File: src/ext_datapath_regs.svh
// constants for the extended instruction datapath
// assumes: included by the package and the design modules
`ifndef EXT_DATAPATH_REGS_SVH
`define EXT_DATAPATH_REGS_SVH
`define DATA_W 8
`define ADDR_W 12
`define BYTE_ONES 8'hff
`define BYTE_ZERO 8'h00
`define BYTE_ONE 8'h01
`define DAA_LOW_ADJ 8'h06
`define DAA_HIGH_ADJ 8'h60
`define NIBBLE_MAX 4'h9
`define SKIP_CYCLES 2'h3
`define OP_W 5
`endif

File: src/ext_datapath_pkg.sv
// types for the extended instruction datapath
// assumes: the constants header is on the include path
`include "ext_datapath_regs.svh"
package ext_datapath_pkg;
   typedef enum logic [4:0] {
      ext_decimal_adjust = 5'h00,
      ext_decrement = 5'h01,
      ext_decrement_to_acc = 5'h02,
      ext_increment = 5'h03,
      ext_increment_to_acc = 5'h04,
      ext_move_to_acc = 5'h05,
      ext_move_to_mem = 5'h06,
      ext_or_to_acc = 5'h07,
      ext_or_to_mem = 5'h08,
      ext_rotate_left = 5'h09,
      ext_rotate_left_to_acc = 5'h0a,
      ext_rotate_left_carry = 5'h0b,
      ext_rotate_left_carry_to_acc = 5'h0c,
      ext_rotate_right = 5'h0d,
      ext_rotate_right_to_acc = 5'h0e,
      ext_rotate_right_carry = 5'h0f,
      ext_rotate_right_carry_to_acc = 5'h10,
      ext_sub_borrow_to_acc = 5'h11,
      ext_sub_borrow_to_mem = 5'h12,
      ext_dec_skip_zero = 5'h13,
      ext_dec_skip_zero_to_acc = 5'h14,
      ext_set_ones = 5'h15,
      ext_set_bit = 5'h16,
      ext_inc_skip_zero = 5'h17,
      ext_inc_skip_zero_to_acc = 5'h18,
      ext_skip_bit_nonzero = 5'h19,
      ext_skip_nonzero = 5'h1a
   } op_type;

   typedef enum logic [1:0] {
      st_idle = 2'b00,
      st_exec = 2'b01,
      st_dummy = 2'b10
   } state_type;

   typedef struct packed {
      logic [7:0] sum;
      logic carry_out;
   } daa_type;
endpackage

File: src/ext_decimal_adjust_unit.sv
// decimal adjust of the accumulator after a bcd addition
// assumes: flags are the live carry and aux carry of the core
`timescale 1ns/1ps
`include "ext_datapath_regs.svh"
module ext_decimal_adjust_unit
   import ext_datapath_pkg::*;
(
   input wire logic [7:0] i_acc,
   input wire logic i_carry,
   input wire logic i_aux_carry,
   output logic [7:0] o_sum,
   output logic o_carry
);
   logic low_fix;
   logic high_fix;
   logic [8:0] wide;
   always_comb begin
      low_fix = (i_acc[3:0] > `NIBBLE_MAX) || i_aux_carry;
      high_fix = (i_acc[7:4] > `NIBBLE_MAX) || i_carry;
      wide = {1'b0, i_acc} + {1'b0, (low_fix ? `DAA_LOW_ADJ : `BYTE_ZERO)}
         + {1'b0, (high_fix ? `DAA_HIGH_ADJ : `BYTE_ZERO)};
      o_sum = wide[7:0];
      // carry kept for chained decimal sums
      o_carry = wide[8] | i_carry;
   end
endmodule // ext_decimal_adjust_unit

File: src/ext_subtract_unit.sv
// subtract with borrow and its flags
// assumes: carry high means no borrow
`timescale 1ns/1ps
`include "ext_datapath_regs.svh"
module ext_subtract_unit
   import ext_datapath_pkg::*;
(
   input wire logic [7:0] i_a,
   input wire logic [7:0] i_b,
   input wire logic i_carry,
   input wire logic i_zero_old,
   output logic [7:0] o_diff,
   output logic o_carry,
   output logic o_aux_carry,
   output logic o_overflow,
   output logic o_zero,
   output logic o_signed_zero,
   output logic o_combined_zero
);
   logic [8:0] wide;
   logic [4:0] low;
   always_comb begin
      // a minus b minus not carry
      wide = {1'b0, i_a} - {1'b0, i_b} - {8'h00, ~i_carry};
      low = {1'b0, i_a[3:0]} - {1'b0, i_b[3:0]} - {4'h0, ~i_carry};
      o_diff = wide[7:0];
      o_carry = ~wide[8];
      o_aux_carry = ~low[4];
      o_overflow = (i_a[7] ^ i_b[7]) & (i_a[7] ^ wide[7]);
      o_zero = (wide[7:0] == `BYTE_ZERO);
      o_signed_zero = wide[7] ^ o_overflow;
      // chained zero for multi-byte compares
      o_combined_zero = o_zero & i_zero_old;
   end
endmodule // ext_subtract_unit

File: src/extended_instruction_datapath.sv
// execution datapath for the extended data memory instructions
// assumes: the sequencer gives one start pulse per instruction with the
// memory byte already read; memory write takes one cycle
//
// Decided for this implementation: the opcode encoding and the registered memory write strobe.
`timescale 1ns/1ps
`include "ext_datapath_regs.svh"

// How it works
// - decimal adjust adds 00, 06, 60 or 66 to accumulator, writes memory
// - add six per nibble above nine or on its carry flag
// - decrement byte to memory or accumulator, zero flag only
// - increment byte to memory or accumulator, zero flag only
// - moves copy between byte and accumulator, no flags
// - or of accumulator and byte, to either, zero flag only
// - rotate left, top bit into bottom, no flags
// - rotate left through carry, only carry changes
// - rotate right, bottom bit into top, no flags
// - rotate right through carry, only carry changes
// - subtract with borrow, updates six arithmetic flags
// - carry cleared on negative result, set otherwise
// - skip instructions take three cycles, dummy cycle when skipping
// - decrement and skip writes memory, skips on zero, no flags
// - increment and skip writes memory, skips on zero, no flags
// - accumulator skip forms write accumulator, memory untouched
// - set byte writes all ones, set bit forces one bit, no flags
// - skip if selected bit is one, no data or flag change
// - skip if nonzero writes the byte back unchanged
// - skip if byte nonzero, no flag change
// - any data memory address reachable with no section limit
module extended_instruction_datapath
   import ext_datapath_pkg::*;
#(
   parameter int ADDR_W = `ADDR_W
) (
   input wire logic i_clk,
   input wire logic i_rst_n,
   input wire logic i_start,
   input wire op_type i_op,
   input wire logic [ADDR_W-1:0] i_addr,
   input wire logic [2:0] i_bit_sel,
   input wire logic [7:0] i_mem_rdata,
   output logic [7:0] o_accumulator,
   output logic o_carry_flag,
   output logic o_aux_carry_flag,
   output logic o_overflow_flag,
   output logic o_zero_flag,
   output logic o_signed_zero_flag,
   output logic o_combined_zero_flag,
   output logic o_mem_we,
   output logic [ADDR_W-1:0] o_mem_addr,
   output logic [7:0] o_mem_wdata,
   output logic o_skip,
   output logic o_dummy,
   output logic o_busy,
   output logic o_done
);

   // ------------------------------------------------------------
   // state
   // ------------------------------------------------------------
   typedef struct packed {
      state_type st;
      logic [1:0] cnt;
      logic [7:0] accumulator_reg;
      logic carry;
      logic aux_carry;
      logic overflow;
      logic zero;
      logic signed_zero;
      logic combined_zero;
      logic mem_we;
      logic [ADDR_W-1:0] mem_addr;
      logic [7:0] mem_wdata;
      logic skip;
      logic dummy;
      logic done;
   } core_type;

   core_type r;
   core_type next_r;

   // ------------------------------------------------------------
   // helpers
   // ------------------------------------------------------------
   function automatic logic is_skip_op(input op_type op);
      is_skip_op = (op == ext_dec_skip_zero) || (op == ext_dec_skip_zero_to_acc)
         || (op == ext_inc_skip_zero) || (op == ext_inc_skip_zero_to_acc)
         || (op == ext_skip_bit_nonzero) || (op == ext_skip_nonzero);
   endfunction

   function automatic logic is_zero(input logic [7:0] v);
      is_zero = (v == `BYTE_ZERO);
   endfunction

   // ------------------------------------------------------------
   // arithmetic units
   // ------------------------------------------------------------
   logic [7:0] daa_sum;
   logic daa_carry;
   logic [7:0] sub_diff;
   logic sub_c;
   logic sub_ac;
   logic sub_ov;
   logic sub_z;
   logic sub_sc;
   logic sub_cz;

   ext_decimal_adjust_unit u_daa (
      .i_acc(r.accumulator_reg),
      .i_carry(r.carry),
      .i_aux_carry(r.aux_carry),
      .o_sum(daa_sum),
      .o_carry(daa_carry)
   );

   ext_subtract_unit u_sub (
      .i_a(r.accumulator_reg),
      .i_b(i_mem_rdata),
      .i_carry(r.carry),
      .i_zero_old(r.zero),
      .o_diff(sub_diff),
      .o_carry(sub_c),
      .o_aux_carry(sub_ac),
      .o_overflow(sub_ov),
      .o_zero(sub_z),
      .o_signed_zero(sub_sc),
      .o_combined_zero(sub_cz)
   );

   // ------------------------------------------------------------
   // next state
   // ------------------------------------------------------------
   logic [7:0] m;
   logic [7:0] inc_v;
   logic [7:0] dec_v;
   logic [7:0] or_v;
   logic [7:0] bit_mask;

   always_comb begin
      next_r = r;
      next_r.mem_we = 1'b0;
      next_r.done = 1'b0;
      m = i_mem_rdata;
      inc_v = m + `BYTE_ONE;
      dec_v = m - `BYTE_ONE;
      or_v = r.accumulator_reg | m;
      bit_mask = `BYTE_ONE << i_bit_sel;
      unique case (r.st)
         st_idle: begin
            next_r.skip = 1'b0;
            next_r.dummy = 1'b0;
            if (i_start) begin
               next_r.mem_addr = i_addr;
               next_r.cnt = 2'h1;
               next_r.st = st_exec;
               unique case (i_op)
                  ext_decimal_adjust: begin
                     next_r.mem_wdata = daa_sum;
                     next_r.mem_we = 1'b1;
                     next_r.carry = daa_carry;
                  end
                  ext_decrement: begin
                     next_r.mem_wdata = dec_v;
                     next_r.mem_we = 1'b1;
                     next_r.zero = is_zero(dec_v);
                  end
                  ext_decrement_to_acc: begin
                     next_r.accumulator_reg = dec_v;
                     next_r.zero = is_zero(dec_v);
                  end
                  ext_increment: begin
                     next_r.mem_wdata = inc_v;
                     next_r.mem_we = 1'b1;
                     next_r.zero = is_zero(inc_v);
                  end
                  ext_increment_to_acc: begin
                     next_r.accumulator_reg = inc_v;
                     next_r.zero = is_zero(inc_v);
                  end
                  ext_move_to_acc: begin
                     next_r.accumulator_reg = m;
                  end
                  ext_move_to_mem: begin
                     next_r.mem_wdata = r.accumulator_reg;
                     next_r.mem_we = 1'b1;
                  end
                  ext_or_to_acc: begin
                     next_r.accumulator_reg = or_v;
                     next_r.zero = is_zero(or_v);
                  end
                  ext_or_to_mem: begin
                     next_r.mem_wdata = or_v;
                     next_r.mem_we = 1'b1;
                     next_r.zero = is_zero(or_v);
                  end
                  ext_rotate_left: begin
                     next_r.mem_wdata = {m[6:0], m[7]};
                     next_r.mem_we = 1'b1;
                  end
                  ext_rotate_left_to_acc: begin
                     next_r.accumulator_reg = {m[6:0], m[7]};
                  end
                  ext_rotate_left_carry: begin
                     next_r.mem_wdata = {m[6:0], r.carry};
                     next_r.mem_we = 1'b1;
                     next_r.carry = m[7];
                  end
                  ext_rotate_left_carry_to_acc: begin
                     next_r.accumulator_reg = {m[6:0], r.carry};
                     next_r.carry = m[7];
                  end
                  ext_rotate_right: begin
                     next_r.mem_wdata = {m[0], m[7:1]};
                     next_r.mem_we = 1'b1;
                  end
                  ext_rotate_right_to_acc: begin
                     next_r.accumulator_reg = {m[0], m[7:1]};
                  end
                  ext_rotate_right_carry: begin
                     next_r.mem_wdata = {r.carry, m[7:1]};
                     next_r.mem_we = 1'b1;
                     next_r.carry = m[0];
                  end
                  ext_rotate_right_carry_to_acc: begin
                     next_r.accumulator_reg = {r.carry, m[7:1]};
                     next_r.carry = m[0];
                  end
                  ext_sub_borrow_to_acc, ext_sub_borrow_to_mem: begin
                     if (i_op == ext_sub_borrow_to_acc) begin
                        next_r.accumulator_reg = sub_diff;
                     end else begin
                        next_r.mem_wdata = sub_diff;
                        next_r.mem_we = 1'b1;
                     end
                     next_r.carry = sub_c;
                     next_r.aux_carry = sub_ac;
                     next_r.overflow = sub_ov;
                     next_r.zero = sub_z;
                     next_r.signed_zero = sub_sc;
                     next_r.combined_zero = sub_cz;
                  end
                  ext_dec_skip_zero: begin
                     next_r.mem_wdata = dec_v;
                     next_r.mem_we = 1'b1;
                     next_r.skip = is_zero(dec_v);
                  end
                  ext_dec_skip_zero_to_acc: begin
                     next_r.accumulator_reg = dec_v;
                     next_r.skip = is_zero(dec_v);
                  end
                  ext_inc_skip_zero: begin
                     next_r.mem_wdata = inc_v;
                     next_r.mem_we = 1'b1;
                     next_r.skip = is_zero(inc_v);
                  end
                  ext_inc_skip_zero_to_acc: begin
                     next_r.accumulator_reg = inc_v;
                     next_r.skip = is_zero(inc_v);
                  end
                  ext_set_ones: begin
                     next_r.mem_wdata = `BYTE_ONES;
                     next_r.mem_we = 1'b1;
                  end
                  ext_set_bit: begin
                     next_r.mem_wdata = m | bit_mask;
                     next_r.mem_we = 1'b1;
                  end
                  ext_skip_bit_nonzero: begin
                     next_r.skip = |(m & bit_mask);
                  end
                  ext_skip_nonzero: begin
                     next_r.mem_wdata = m;
                     next_r.mem_we = 1'b1;
                     next_r.skip = !is_zero(m);
                  end
                  default: begin
                     // unknown code finishes with no effect
                     next_r.st = st_idle;
                     next_r.done = 1'b1;
                  end
               endcase
               if (!is_skip_op(i_op)) begin
                  next_r.st = st_idle;
                  next_r.done = 1'b1;
               end
            end
         end
         st_exec: begin
            next_r.cnt = r.cnt + 2'h1;
            if (r.cnt == `SKIP_CYCLES - 2'h2) begin
               next_r.st = st_dummy;
               next_r.dummy = r.skip;
            end
         end
         st_dummy: begin
            next_r.st = st_idle;
            next_r.cnt = 2'h0;
            next_r.dummy = 1'b0;
            next_r.done = 1'b1;
         end
         default: begin
            next_r.st = st_idle;
         end
      endcase
   end

   // ------------------------------------------------------------
   // registers
   // ------------------------------------------------------------
   always_ff @(posedge i_clk) begin
      if (!i_rst_n) begin
         r <= '0;
      end else begin
         r <= next_r;
      end
   end

   // ------------------------------------------------------------
   // outputs
   // ------------------------------------------------------------
   assign o_accumulator = r.accumulator_reg;
   assign o_carry_flag = r.carry;
   assign o_aux_carry_flag = r.aux_carry;
   assign o_overflow_flag = r.overflow;
   assign o_zero_flag = r.zero;
   assign o_signed_zero_flag = r.signed_zero;
   assign o_combined_zero_flag = r.combined_zero;
   assign o_mem_we = r.mem_we;
   assign o_mem_addr = r.mem_addr;
   assign o_mem_wdata = r.mem_wdata;
   assign o_skip = r.skip;
   assign o_dummy = r.dummy;
   // busy is a handshake term for the sequencer
   assign o_busy = (r.st != st_idle);
   assign o_done = r.done;

endmodule // extended_instruction_datapath

File: config.mk
export PLATFORM = sky130hd
export DESIGN_NAME = extended_instruction_datapath
export DESIGN_NICKNAME = d
export VERILOG_FILES = /design/src/ext_datapath_pkg.sv /design/src/ext_decimal_adjust_unit.sv /design/src/ext_subtract_unit.sv /design/src/extended_instruction_datapath.sv
export VERILOG_INCLUDE_DIRS = /design/src
export SDC_FILE = /design/constraint.sdc
export NUM_CORES = 1
export LEC_CHECK = 0
export BUFFER_PORTS_ARGS = -buffer_cell sky130_fd_sc_hd__buf_2
export CAP_MARGIN = 5
export CORE_MARGIN = 2
export CORE_UTILIZATION = 41
export DETAILED_ROUTE_END_ITERATION = 10
export GPL_TIMING_DRIVEN = 0
export PLACE_DENSITY = 0.58
export SYNTH_ARGS = -nofsm -noshare
export SYNTH_HDL_FRONTEND = slang
export SYNTH_SLANG_ARGS = --single-unit
export TNS_END_PERCENT = 10
File: constraint.sdc
create_clock -name i_clk -period 6.9 [get_ports i_clk]
set_input_delay 1.38 -clock i_clk [delete_from_list [all_inputs] [get_ports i_clk]]
set_output_delay 1.38 -clock i_clk [all_outputs]
set_load 0.01 [all_outputs]
# Word-level counts from Yosys, hierarchy flattened
# Cells that the tools add are included.
dict set report word_totals {
  register_bits 42
  out_inout_bits 39
  wordCells 145
}
dict set report classes {
  add_sub_neg 9
  magnitude_cmp 2
  n_eq_ne 33
  shifts 1
  mux 25
  n_bitwise 12
  n_reduce_logical 48
}
# op n
set op_table {}
lappend op_table {{$pmux W8 S13} 1}
lappend op_table {{$pmux W8 S9} 1}
lappend op_table {{$eq A5 B5 Y1 const B} 11}
lappend op_table {{$eq A5 B4 Y1 const B} 8}
lappend op_table {{$logic_not A8 Y1} 5}
lappend op_table {{$mux W40} 1}
lappend op_table {{$reduce_or A27 Y1} 1}
lappend op_table {{$reduce_or A2 Y1} 13}
lappend op_table {{$eq A5 B3 Y1 const B} 4}
lappend op_table {{$mux W8} 2}
lappend op_table {{$or A8 B8 Y8} 2}
lappend op_table {{$reduce_or A14 Y1} 1}
lappend op_table {{$reduce_bool A13 Y1} 1}
lappend op_table {{$pmux W1 S4} 3}
lappend op_table {{$reduce_and A3 Y1} 4}
lappend op_table {{$eq A5 B2 Y1 const B} 2}
lappend op_table {{$add A8 B8 Y9} 1}
lappend op_table {{$add A9 B8 Y9} 1}
lappend op_table {{$reduce_bool A9 Y1} 1}
lappend op_table {{$sub A8 B8 Y9} 1}
lappend op_table {{$sub A9 B1 Y9} 1}
lappend op_table {{$add A8 B1 Y8 const B} 1}
lappend op_table {{$and A8 B8 Y8} 1}
lappend op_table {{$gt A4 B4 Y1 const B} 2}
lappend op_table {{30 further kinds} 61}

# Logic depth before layout (Yosys ltp)
# Gate-level depths: netlist of run 1.
dict set report depth {
  ltp_word 9
  depth_mapped 11
}

# By module
# From an unflattened synthesis of run 1, not the netlist that was laid out.
dict set report hier_totals {
  cells_unflattened 675
  hier_area_um2 4953.5
}
# mod instances cells_each area_each_um2 seq_area_each_um2
set by_module_without_submodules {}
lappend by_module_without_submodules {extended_instruction_datapath 1 561 4088.9 840.8}
lappend by_module_without_submodules {ext_subtract_unit 1 81 609.3 0.0}
lappend by_module_without_submodules {ext_decimal_adjust_unit 1 33 255.2 0.0}

# Worst setup path before layout of run 1
# Ideal clock, no wire load.
dict set report synth_path {
  path_type {input port to flip-flop}
  start {input port i_mem_rdata[3]}
  end {register r, in the netlist o_accumulator[6]}
  setup_ns 0.118
  arrival_time_ns 3.667
  required_time_ns 6.782
  setup_slack_ns 3.116
  cell_stages 11
  path_cell_list {buf_1 -> buf_1 -> inv_1 -> ha_1 -> ha_1 -> o21ai_0 -> a22oi_1 -> xor2_1 -> a222oi_1 -> nand3_1 -> o2111a_1}
}
dict set report synth_via {
  elab_chain_cells 4
}
# element line_no
set synth_rtl {}
lappend synth_rtl {{from (decl)} extended_instruction_datapath.sv:42} ;# input wire logic [7:0] i_mem_rdata,
lappend synth_rtl {{$sub A8 B8 Y9} ext_subtract_unit.sv:24} ;# wide = {1'b0, i_a} - {1'b0, i_b} - {8'h00, ~i_carry};
lappend synth_rtl {{$sub A9 B1 Y9} ext_subtract_unit.sv:24}
lappend synth_rtl {{$mux W8} extended_instruction_datapath.sv:230} ;# if (i_op == ext_sub_borrow_to_acc) begin
lappend synth_rtl {{$pmux W8 S9 *} extended_instruction_datapath.sv:157} ;# unique case (i_op)
lappend synth_rtl {{to (signal assigned)} extended_instruction_datapath.sv:315} ;# r <= next_r;
lappend synth_rtl {{to (decl)} extended_instruction_datapath.sv:80} ;# core_type r;
# Every way passes the cells marked *; elsewhere a longest branch is shown, timed or not. The select of a mux whose other input is x is not followed.
# A chain may end at the register's enable or synchronous reset.

# Worst setup path in the final report of run 1
dict set report layout_path {
  start {input port i_mem_rdata[3]}
  end {register r, in the netlist o_mem_wdata[7]}
}
dict set report layout_via {
  elab_chain_cells 4
}
# element line_no
set layout_rtl {}
lappend layout_rtl {{$sub A8 B8 Y9} ext_subtract_unit.sv:24}
lappend layout_rtl {{$sub A9 B1 Y9} ext_subtract_unit.sv:24}
lappend layout_rtl {{$mux W8} extended_instruction_datapath.sv:230}
lappend layout_rtl {{$pmux W8 S13 *} extended_instruction_datapath.sv:157}
# Marked as above.

==> results of run 1 <==
layout by cell type (no fill, tap or decap), types with 6 or more instances in the layout:
cell,Yosys,final
a22oi_1,11,11
a31oi_1,10,10
o21ai_0,47,47
nand2_1,77,77
and3_1,8,8
nor2_1,41,41
nand2b_1,7,7
buf_4,34,34
a221oi_1,10,10
o21a_1,6,6
nand3_1,16,16
o211ai_1,6,6
nor2b_1,15,15
a21boi_0,17,17
nor3_1,21,21
o22ai_1,7,7
buf_2,17,83
mux2i_1,10,10
inv_1,33,33
nand4_1,12,12
dfxtp_1,42,42
clkbuf_1,20,20
a21oi_1,32,32
ha_1,32,32
xnor2_1,21,21
critical path: stages:
cell,delay (ns)
buf_2,0.13
buf_1,0.43
buf_1,0.47
inv_1,0.24
ha_1,0.39
ha_1,0.34
o21ai_0,0.18
a32oi_1,0.13
o211ai_1,0.82
o2111ai_1,0.31
o2111a_1,0.23
report_power, final:
part / switching (mW) / internal [mW]
Sequential: 0.0162 / 0.257
Clock: 0.107 / 0.135
Combinational: 0.233 / 0.135
Total: 0.357 / 0.528
stage by stage:
step	power, mW	utilization (%)	hold WS, ns	instances
detailed placement	0.634	46.8	0.458	883
CTS	0.876	48.1	0.468	891
global route	0.922	48.1	0.482	891
global placement	0.632	46.8	0.452	883
floorplan	0.509	-	0.444	674
finish	0.884	48.1	0.464	891
worst max path at each step:
stage                       endpoint  slack, ns  cells after the start
finish                o_mem_wdata[7]       2.01                     11
CTS                   o_mem_wdata[7]       2.18                     11
floorplan           o_accumulator[6]       3.12                     11
detailed placement    o_mem_wdata[7]       1.88                     11
global placement      o_mem_wdata[7]       1.91                     11
global route          o_mem_wdata[7]       1.92                     11
state kept, by name, indices dropped and copies added, names as in the netlist, 4 cells and up:
register       flops
o_accumulator      8
o_mem_wdata        8
o_mem_addr        12
r                  4
layer usage:
layer	track usage [%]	wire length [um]	share of wire, %	up-vias
met5	0	0	0	-
met2	51.1	9440	45	344
met1	43.5	8850	42	2728
met3	3.86	1700	8.1	62
met4	13.2	950	4.5	0
li1	-	-	-	2588
logic make-up (layout without fill, tap and decap cells):
kind of cell,Yosys count,after routing,share of synthesized area [%]
adders and majority gates,36,36,9.60
AOI/OAI and AO/OA,210,210,30.0
buffers and inverters,111,185,11.5
DFF,42,42,17.2
muxes,11,11,2.27
xor gates and xnor gates,26,26,4.65
and+or+nand+nor,238,238,24.8
area by class of cell:
class | count | area [sq um] | area share (%)
multi-input cells | 521 | 3500 | 62.9
repair buffers | 66 | 330 | 5.94
well taps | 143 | 179 | 3.22
clock inverters | 3 | 23.8 | 0.428
clock buffers | 5 | 125 | 2.25
plain buffers | 76 | 434 | 7.81
inverters | 35 | 131 | 2.36
flip-flops and latches | 42 | 841 | 15.1
==> summary.txt, run 1 <==
Run status
  • Run status: finished clean

Clock network
  • CTS tree: yes
  • Clk Latency, worst-skew pair: 0.29 ns
  • Clk buf depth: 2
  • CTS resizes: 0
  • Root Buffer: clkbuf_16
  • Post-CTS setup buffer count: 0
  • Hold buffers post-CTS: 0
  • Worst-path clk slew: 0.06 ns
  • Num CTS Buffers: 5
  • Clk sink count: 42
  • CTS HTree Levels: 2

Setup path
  • R2R cell count: 9
  • Reg-to-reg setup timing slack: 3.57 ns
  • Reg2reg start: o_carry_flag
  • Reg2reg end: o_mem_wdata[7]
  • Crit Path Class: in2reg
  • Arrival time worst endpoint: between 5 and 6 ns
  • Setup crit start kind: primary input
  • Critical Path Sink Type: flip-flop
  • Worst path required time: just over 7 ns
  • Critical path peak fanout: 10
  • CP startpoint: i_mem_rdata[3]

Logic synthesis
  • Top cells by area, synth: dfxtp_1 17%, ha_1 8.2%, nand2_1 5.9%
  • Yosys reg bits: between 40 and 50
  • Synth cell types: 75
  • Area share of the largest cell type after synthesis: 17.2%
  • Fraction of registers with async set/reset: 0%
  • EDFF count, synth: 0
  • Post-synthesis instance area: approximately 4900 sq um
  • Synthesized net count: 740
  • Synth Flop Type: dfxtp_1
  • Most frequent cell after synthesis: nand2_1
  • Top cells by count, synth: 77 x nand2_1, 47 x o21ai_0, 42 x dfxtp_1
  • Sequential-to-total area share from yosys stat: between 10% and 20%
  • Yosys top cell by area: dfxtp_1
  • Mapped Cells: ~670
  • Post-Syn Area per Cell: 7.27 sq um
  • YS warnings: 0

Die
  • Initial Util: about 42%
  • Core Area: 11600 sq um
  • Horiz. Die Dim: 113 um
  • Die area: 12800 sq um
  • Row cnt: 39
  • Boundary Pins: 70
  • Die height: about 110 um

Cells and area
  • Final #Nets: just over 800
  • ANT cells: 0
  • Share of layout cells above drive strength 1: between 10% and 20%
  • Area grow syn2layout: 13.4%
  • Design area: ~5600 sq um
  • Layout filler cell count: 1207

Placed design
  • DP Worst Slack: approximately 1.9 ns
  • Placed inst area: 5410 sq um
  • Port Buf Inserts: 66
  • Hpwl dp: around 16 mm
  • Final GP Congestion: just under 1

Min path
  • Worst hold path type: reg2reg
  • Hold EP: o_mem_addr[4]
  • Hold Crit Depth: 2
  • Hold path start: o_mem_addr[4]

Power
  • Pleak: between 2 and 2.5 nW
  • Peak VDD IR: about 110 uV
  • PwrDens: ~160 nW/um^2

STA
  • Fmax: slightly above 200 MHz
  • Skew final: around 0.0025 ns
  • RSZ-0062 raised after global routing: false
  • Hold Fails Final Rpt: 0
  • Slew Viols, Final: 0
  • Final min period: about 5 ns
  • Post-route setup TNS: 0 ns
  • Final worst slack: 2.01 ns
  • Worst rel slew slack: between 10% and 20%
  • Final setup violation count: 0
  • Worst-margin pin slew: ~1.3 ns
  • Final Cycle Share: 70.8%

Global routing
  • Vias in the first global route: 5327
  • Initial antenna violation count: 0
  • Grt total ovfl: 0
  • Largest net degree at the start of global routing: 16
  • First-pass GRT wire length: 31.5 mm
  • GRT Util Overall: between 30% and 40%

Routing
  • Vias per inst: ~6.4
  • Total number of vias: around 5700
  • DRT iter0 DRCs: 750
  • Drt pass-1 iters: 6
  • Post-DRT Antenna Nets: 0
  • DRC: 0
  • DR WL/cell: approximately 23 um
  • Post-Route WL: approximately 21 mm

Run
  • Max_cap viols: 0
No activity file was read; power rests on OpenSTA's default activity.
==> inputs of run 2 (changes only) <==
PLACE_DENSITY = 0.61   (was 0.58)
clock period = 4.4 ns   (was 6.9 ns; I/O delays follow)
==> summary.txt, run 2 (synthesis gave the netlist of run 1 again) <==
STA
  • Worst-margin pin slew: about 1.2 ns
  • Hold Fails Final Rpt: 0
  • Final min period: 4.06 ns
  • Final setup violation count: 0
  • Skew final: around 0.0082 ns
  • Worst rel slew slack: 16.3%
  • Fmax: roughly 250 MHz
  • Slew Viols, Final: 0
  • RSZ-0062 raised after global routing: false
  • Final Cycle Share: just over 90%

Routing
  • Post-DRT Antenna Nets: 0
  • Drt pass-1 iters: 5
  • DRC: 0
  • Total number of vias: ~5700
  • Post-Route WL: 21.1 mm
  • Vias per inst: about 6.4
  • DR WL/cell: between 20 and 25 um
  • DRT iter0 DRCs: between 600 and 700

Placed design
  • Hpwl dp: roughly 16 mm
  • Port Buf Inserts: between 60 and 70
  • Final GP Congestion: between 0.9 and 1
  • Placed inst area: 5410 sq um

Setup path
  • Critical-path cell list: buf_2, buf_1, buf_1, inv_1, ha_1, ha_1, o21ai_0, a22oi_1, xor2_1, a222oi_1, nand3_1, o2111a_1
  • Delay-heaviest family, CP: buffers and inverters
  • Worst setup path endpoint: o_accumulator[6]
  • Slowest library cell on the worst path: a222oi_1
  • Crit Path Class: in2reg
  • CP Buf/Inv Count: 4
  • Critical path peak fanout: 10
  • Reg2reg start: o_accumulator[3]
  • Reg-to-reg setup timing slack: 1.33 ns
  • Critical path depth: 12
  • Largest stage delay on the critical path: 0.47 ns
  • R2R cell count: 10
  • Reg2reg end: o_accumulator[6]
  • Worst path required time: around 4.6 ns
  • Arrival time worst endpoint: approximately 4.3 ns
  • Setup crit start kind: primary input
  • CP startpoint: i_mem_rdata[3]
  • Critical Path Sink Type: flip-flop

Global routing
  • Largest net degree at the start of global routing: 16
  • GRT Util Overall: between 30% and 40%
  • Grt total ovfl: 0
  • First-pass GRT wire length: 32.1 mm
  • Vias in the first global route: approximately 5400
  • Initial antenna violation count: 0

Die
  • Initial Util: a little over two fifths
  • Row cnt: 39
  • Boundary Pins: 70
  • Die height: 113 um
  • Die area: about 13000 sq um
  • Horiz. Die Dim: 113 um
  • Core Area: about 12000 sq um

Cells and area
  • Highest-count cells in the layout ignoring fill and taps: 83 x buf_2, 77 x nand2_1, 47 x o21ai_0
  • Max reg flops: 12
  • Area grow syn2layout: 13.6%
  • Share of layout cells above drive strength 1: between 10% and 20%
  • Commonest non-fill, non-tap cell in the layout: buf_2
  • ANT cells: 0
  • Final #Nets: just over 800
  • Design area: 5570 sq um
  • Final Core Density: between 40% and 50%

Power
  • Pleak: between 2 and 2.5 nW
  • Int Power: about 0.83 mW
  • Psw: about 0.57 mW
  • Power share of the sequential group: 30.6%
  • Combinational share of power: a little over two fifths
  • Clock share of power: 27.5%
  • Peak VDD IR: about 170 uV
  • Switch share: about two fifths
  • PwrDens: roughly 250 nW/um^2

Clock network
  • Clk buf depth: 2
  • Clk sink count: between 40 and 50
  • Worst-path clk slew: around 0.07 ns
  • CTS tree: yes
  • Num CTS Buffers: 5
  • Clk Latency, worst-skew pair: 0.29 ns
  • CTS HTree Levels: 2
  • Hold buffers post-CTS: 0
  • Root Buffer: clkbuf_16

Run status
  • Run status: finished clean

Min path
  • Worst hold path type: reg2reg

Run
  • Max_cap viols: 0
run 2: area by class of cell:
type	count	area, sq um
Multi-Input combinational cell	521	3500
Sequential cell	42	841
Fill cell	1228	6000
Tap cell	143	179
Inverter	35	131
Buffer	76	434
Clock buffer	5	125
Clock inverter	3	23.8
Timing Repair Buffer	67	338
run 2: layer usage:
metal | vias up | global-route usage (%) | part of all wire, %
met2 | 322 | 52.7 | 45
met1 | 2710 | 44.8 | 43
met5 | - | 0 | 0
li1 | 2592 | - | -
met4 | 0 | 12.4 | 4.5
met3 | 59 | 4.07 | 7.3
run 2: through the flow:
stage / std cells / hold WS, ns / power [mW] / setup TNS, ns / setup slack, ns
after floorplan: 674 / 0.444 / 0.799 / 0 / 1.12
after global placement: 883 / 0.452 / 0.993 / -0.0385 / -0.0385
after detailed placement: 883 / 0.460 / 0.996 / -0.0600 / -0.0600
after CTS: 891 / 0.471 / 1.38 / 0 / 0.246
after global routing: 892 / 0.492 / 1.47 / 0 / 0.103
final: 892 / 0.467 / 1.40 / 0 / 0.337
run 2: how the worst min path moves through the flow:
stage                   start              to  slack, ns  cells past startpoint
2_1_floorplan  o_mem_addr[10]  o_mem_addr[10]       0.44                      2
3_3_place_gp    o_mem_addr[7]   o_mem_addr[7]       0.45                      2
3_5_place_dp   o_mem_wdata[4]  o_mem_wdata[4]       0.46                      2
4_1_cts         o_mem_addr[8]   o_mem_addr[8]       0.47                      2
5_1_grt        o_mem_wdata[4]  o_mem_wdata[4]       0.49                      2
6_report        o_mem_addr[8]   o_mem_addr[8]       0.47                      2
run 2: worst reg2reg max path, cell delays in order (launching register included):
cell and delay [ns]:
dfxtp_1 0.32, clkbuf_1 0.40, inv_1 0.14, ha_1 0.33
ha_1 0.34, o21ai_0 0.14, a22oi_1 0.25, xor2_1 0.23
a222oi_1 0.47, nand3_1 0.18, o2111a_1 0.16
run 2: repair_timing:
| item | CTS | global route |
|---|---|---|
| setup endpoints to repair | 0 | 2 |
| gates resized for setup | 0 | 0 |
| buffers inserted | 0 | 1 |
run 2: power by group through the flow:
stage	clock (mW)	sequential (mW)	combinational, mW
final	0.384	0.428	0.586
after global routing	0.409	0.430	0.627
after CTS	0.388	0.427	0.564
after detailed placement	0	0.436	0.560
after global placement	0	0.435	0.558
after floorplan	0	0.428	0.371
==> inputs of run 3 (changes only) <==
RECOVER_POWER = 100   (was not set)
==> summary.txt, run 3 (synthesis gave the netlist of run 1 again) <==
Run status
  • Run status: finished clean

Min path
  • Hold Crit Depth: 2
  • Worst hold path type: reg2reg

Setup path
  • Critical path peak fanout: 10
  • Reg-to-reg setup timing slack: 1.29 ns
  • R2R cell count: 10
  • CP startpoint: i_mem_rdata[3]
  • Crit Path Class: in2reg
  • Setup crit start kind: primary input
  • Critical Path Sink Type: flip-flop
  • Reg2reg end: o_accumulator[6]
  • Arrival time worst endpoint: between 4 and 5 ns
  • Reg2reg start: o_accumulator[3]
  • Worst path required time: ~4.6 ns
  • Worst setup path endpoint: o_accumulator[6]

Clock network
  • Worst-path clk slew: approximately 0.070 ns
  • CTS tree: yes
  • Clk Latency, worst-skew pair: roughly 0.29 ns
  • Clk buf depth: 2
  • Num CTS Buffers: 5
  • CTS HTree Levels: 2
  • Root Buffer: clkbuf_16
  • Hold buffers post-CTS: 0
  • Clk sink count: 42

Power
  • Peak VDD IR: 172 uV
  • PwrDens: between 200 and 300 nW/um^2
  • Overall power: about 1.4 mW
  • Pleak: roughly 2.2 nW

Routing
  • Drt pass-1 iters: 5
  • DRC: 0
  • DR WL/cell: between 20 and 25 um
  • Post-Route WL: ~21 mm
  • DRT iter0 DRCs: between 700 and 800
  • Total number of vias: roughly 5700
  • Vias per inst: approximately 6.4
  • Post-DRT Antenna Nets: 0

STA
  • Slew Viols, Final: 0
  • Min Hold Slack: 0.467 ns
  • Fmax: 244 MHz
  • RSZ-0062 raised after global routing: false
  • Final Cycle Share: slightly above 90%
  • Worst rel slew slack: between 10% and 20%
  • Skew final: approximately 0.0099 ns
  • Hold Fails Final Rpt: 0
  • Worst-margin pin slew: roughly 1.3 ns
  • Final min period: 4.11 ns
  • Final setup violation count: 0

Placed design
  • Port Buf Inserts: 66
  • Placed inst area: about 5400 sq um
  • Hpwl dp: 16.3 mm
  • Final GP Congestion: roughly 0.97

Die
  • Die height: 113 um
  • Die area: approximately 13000 sq um
  • Core Area: 11600 sq um
  • Horiz. Die Dim: roughly 110 um
  • Initial Util: between 40 and 50%
  • Boundary Pins: 70
  • Row cnt: 39

Global routing
  • Largest net degree at the start of global routing: 16
  • First-pass GRT wire length: about 32 mm
  • GRT Util Overall: 32.7%
  • Initial antenna violation count: 0
  • Vias in the first global route: about 5400
  • Grt total ovfl: 0

Cells and area
  • Commonest non-fill, non-tap cell in the layout: nand2_1
  • Area of the multi-input gates: 3500 sq um
  • Layout filler cell count: about 1200
  • Sequential cell area: about 840 sq um
  • Highest-count cells in the layout ignoring fill and taps: 77 x nand2_1, 57 x clkbuf_1, 48 x buf_2
  • Design area: approximately 5500 sq um
  • ANT cells: 0
  • Final #Nets: a little over 800
  • Area grow syn2layout: 12.7%
  • Max reg flops: 12
  • Share of layout cells above drive strength 1: 14.8%

Run
  • Max_cap viols: 0
[run 3: metal layers]
layer | global-route usage [%] | vias to the layer above | share of wire, %
met4 | 12.4 | 0 | 4.4
met2 | 52.7 | 330 | 45
met5 | 0 | - | 0
met3 | 4.07 | 64 | 7.8
met1 | 44.8 | 2691 | 42
li1 | - | 2591 | -
[run 3: critical path, stage by stage]
cell      delay (ns)
buf_2           0.14
clkbuf_1        0.44
clkbuf_1        0.44
inv_1           0.22
ha_1            0.37
ha_1            0.34
o21ai_0         0.14
a22oi_1         0.26
xor2_1          0.23
a222oi_1        0.50
nand3_1         0.19
o2111a_1        0.16
[run 3: cell type report]
type	count	share of cell area, %
well taps	143	3.24
clock buffers	5	2.27
repair buffers	67	5.35
flip-flops and latches	42	15.2
inverters	35	2.38
multi-input cells	521	63.3
plain buffers	76	7.84
clock inverters	3	0.430
[run 3: report_power, final]
group	leakage, nW	internal, mW	switching, mW	total, mW
registers	0.344	0.403	0.0248	0.428
logic	1.82	0.211	0.370	0.580
clock network	0.0664	0.213	0.174	0.387
[run 3: worst min path at each step]
stage                     slack [ns]           start             end
after global routing            0.49  o_mem_wdata[4]  o_mem_wdata[4]
after global placement          0.45   o_mem_addr[7]   o_mem_addr[7]
after CTS                       0.47   o_mem_addr[8]   o_mem_addr[8]
after detailed placement        0.46  o_mem_wdata[4]  o_mem_wdata[4]
after floorplan                 0.44  o_mem_addr[10]  o_mem_addr[10]
final                           0.47   o_mem_addr[8]   o_mem_addr[8]
[run 3: per-stage QoR]
step           cells  TNS [ns]  util [%]  setup slack (ns)
6_report         892         0      47.8             0.294
3_3_place_gp     883   -0.0385      46.8           -0.0385
4_1_cts          891         0      48.1             0.246
2_1_floorplan    674         0         -              1.12
3_5_place_dp     883   -0.0600      46.8           -0.0600
5_1_grt          892         0      47.8             0.102
[run 3: timing repair]
| action | in CTS | in global routing |
|---|---|---|
| endpoints found under the setup margin | 0 | 2 |
| setup buffers | 0 | 1 |
| resized for setup | 0 | 0 |
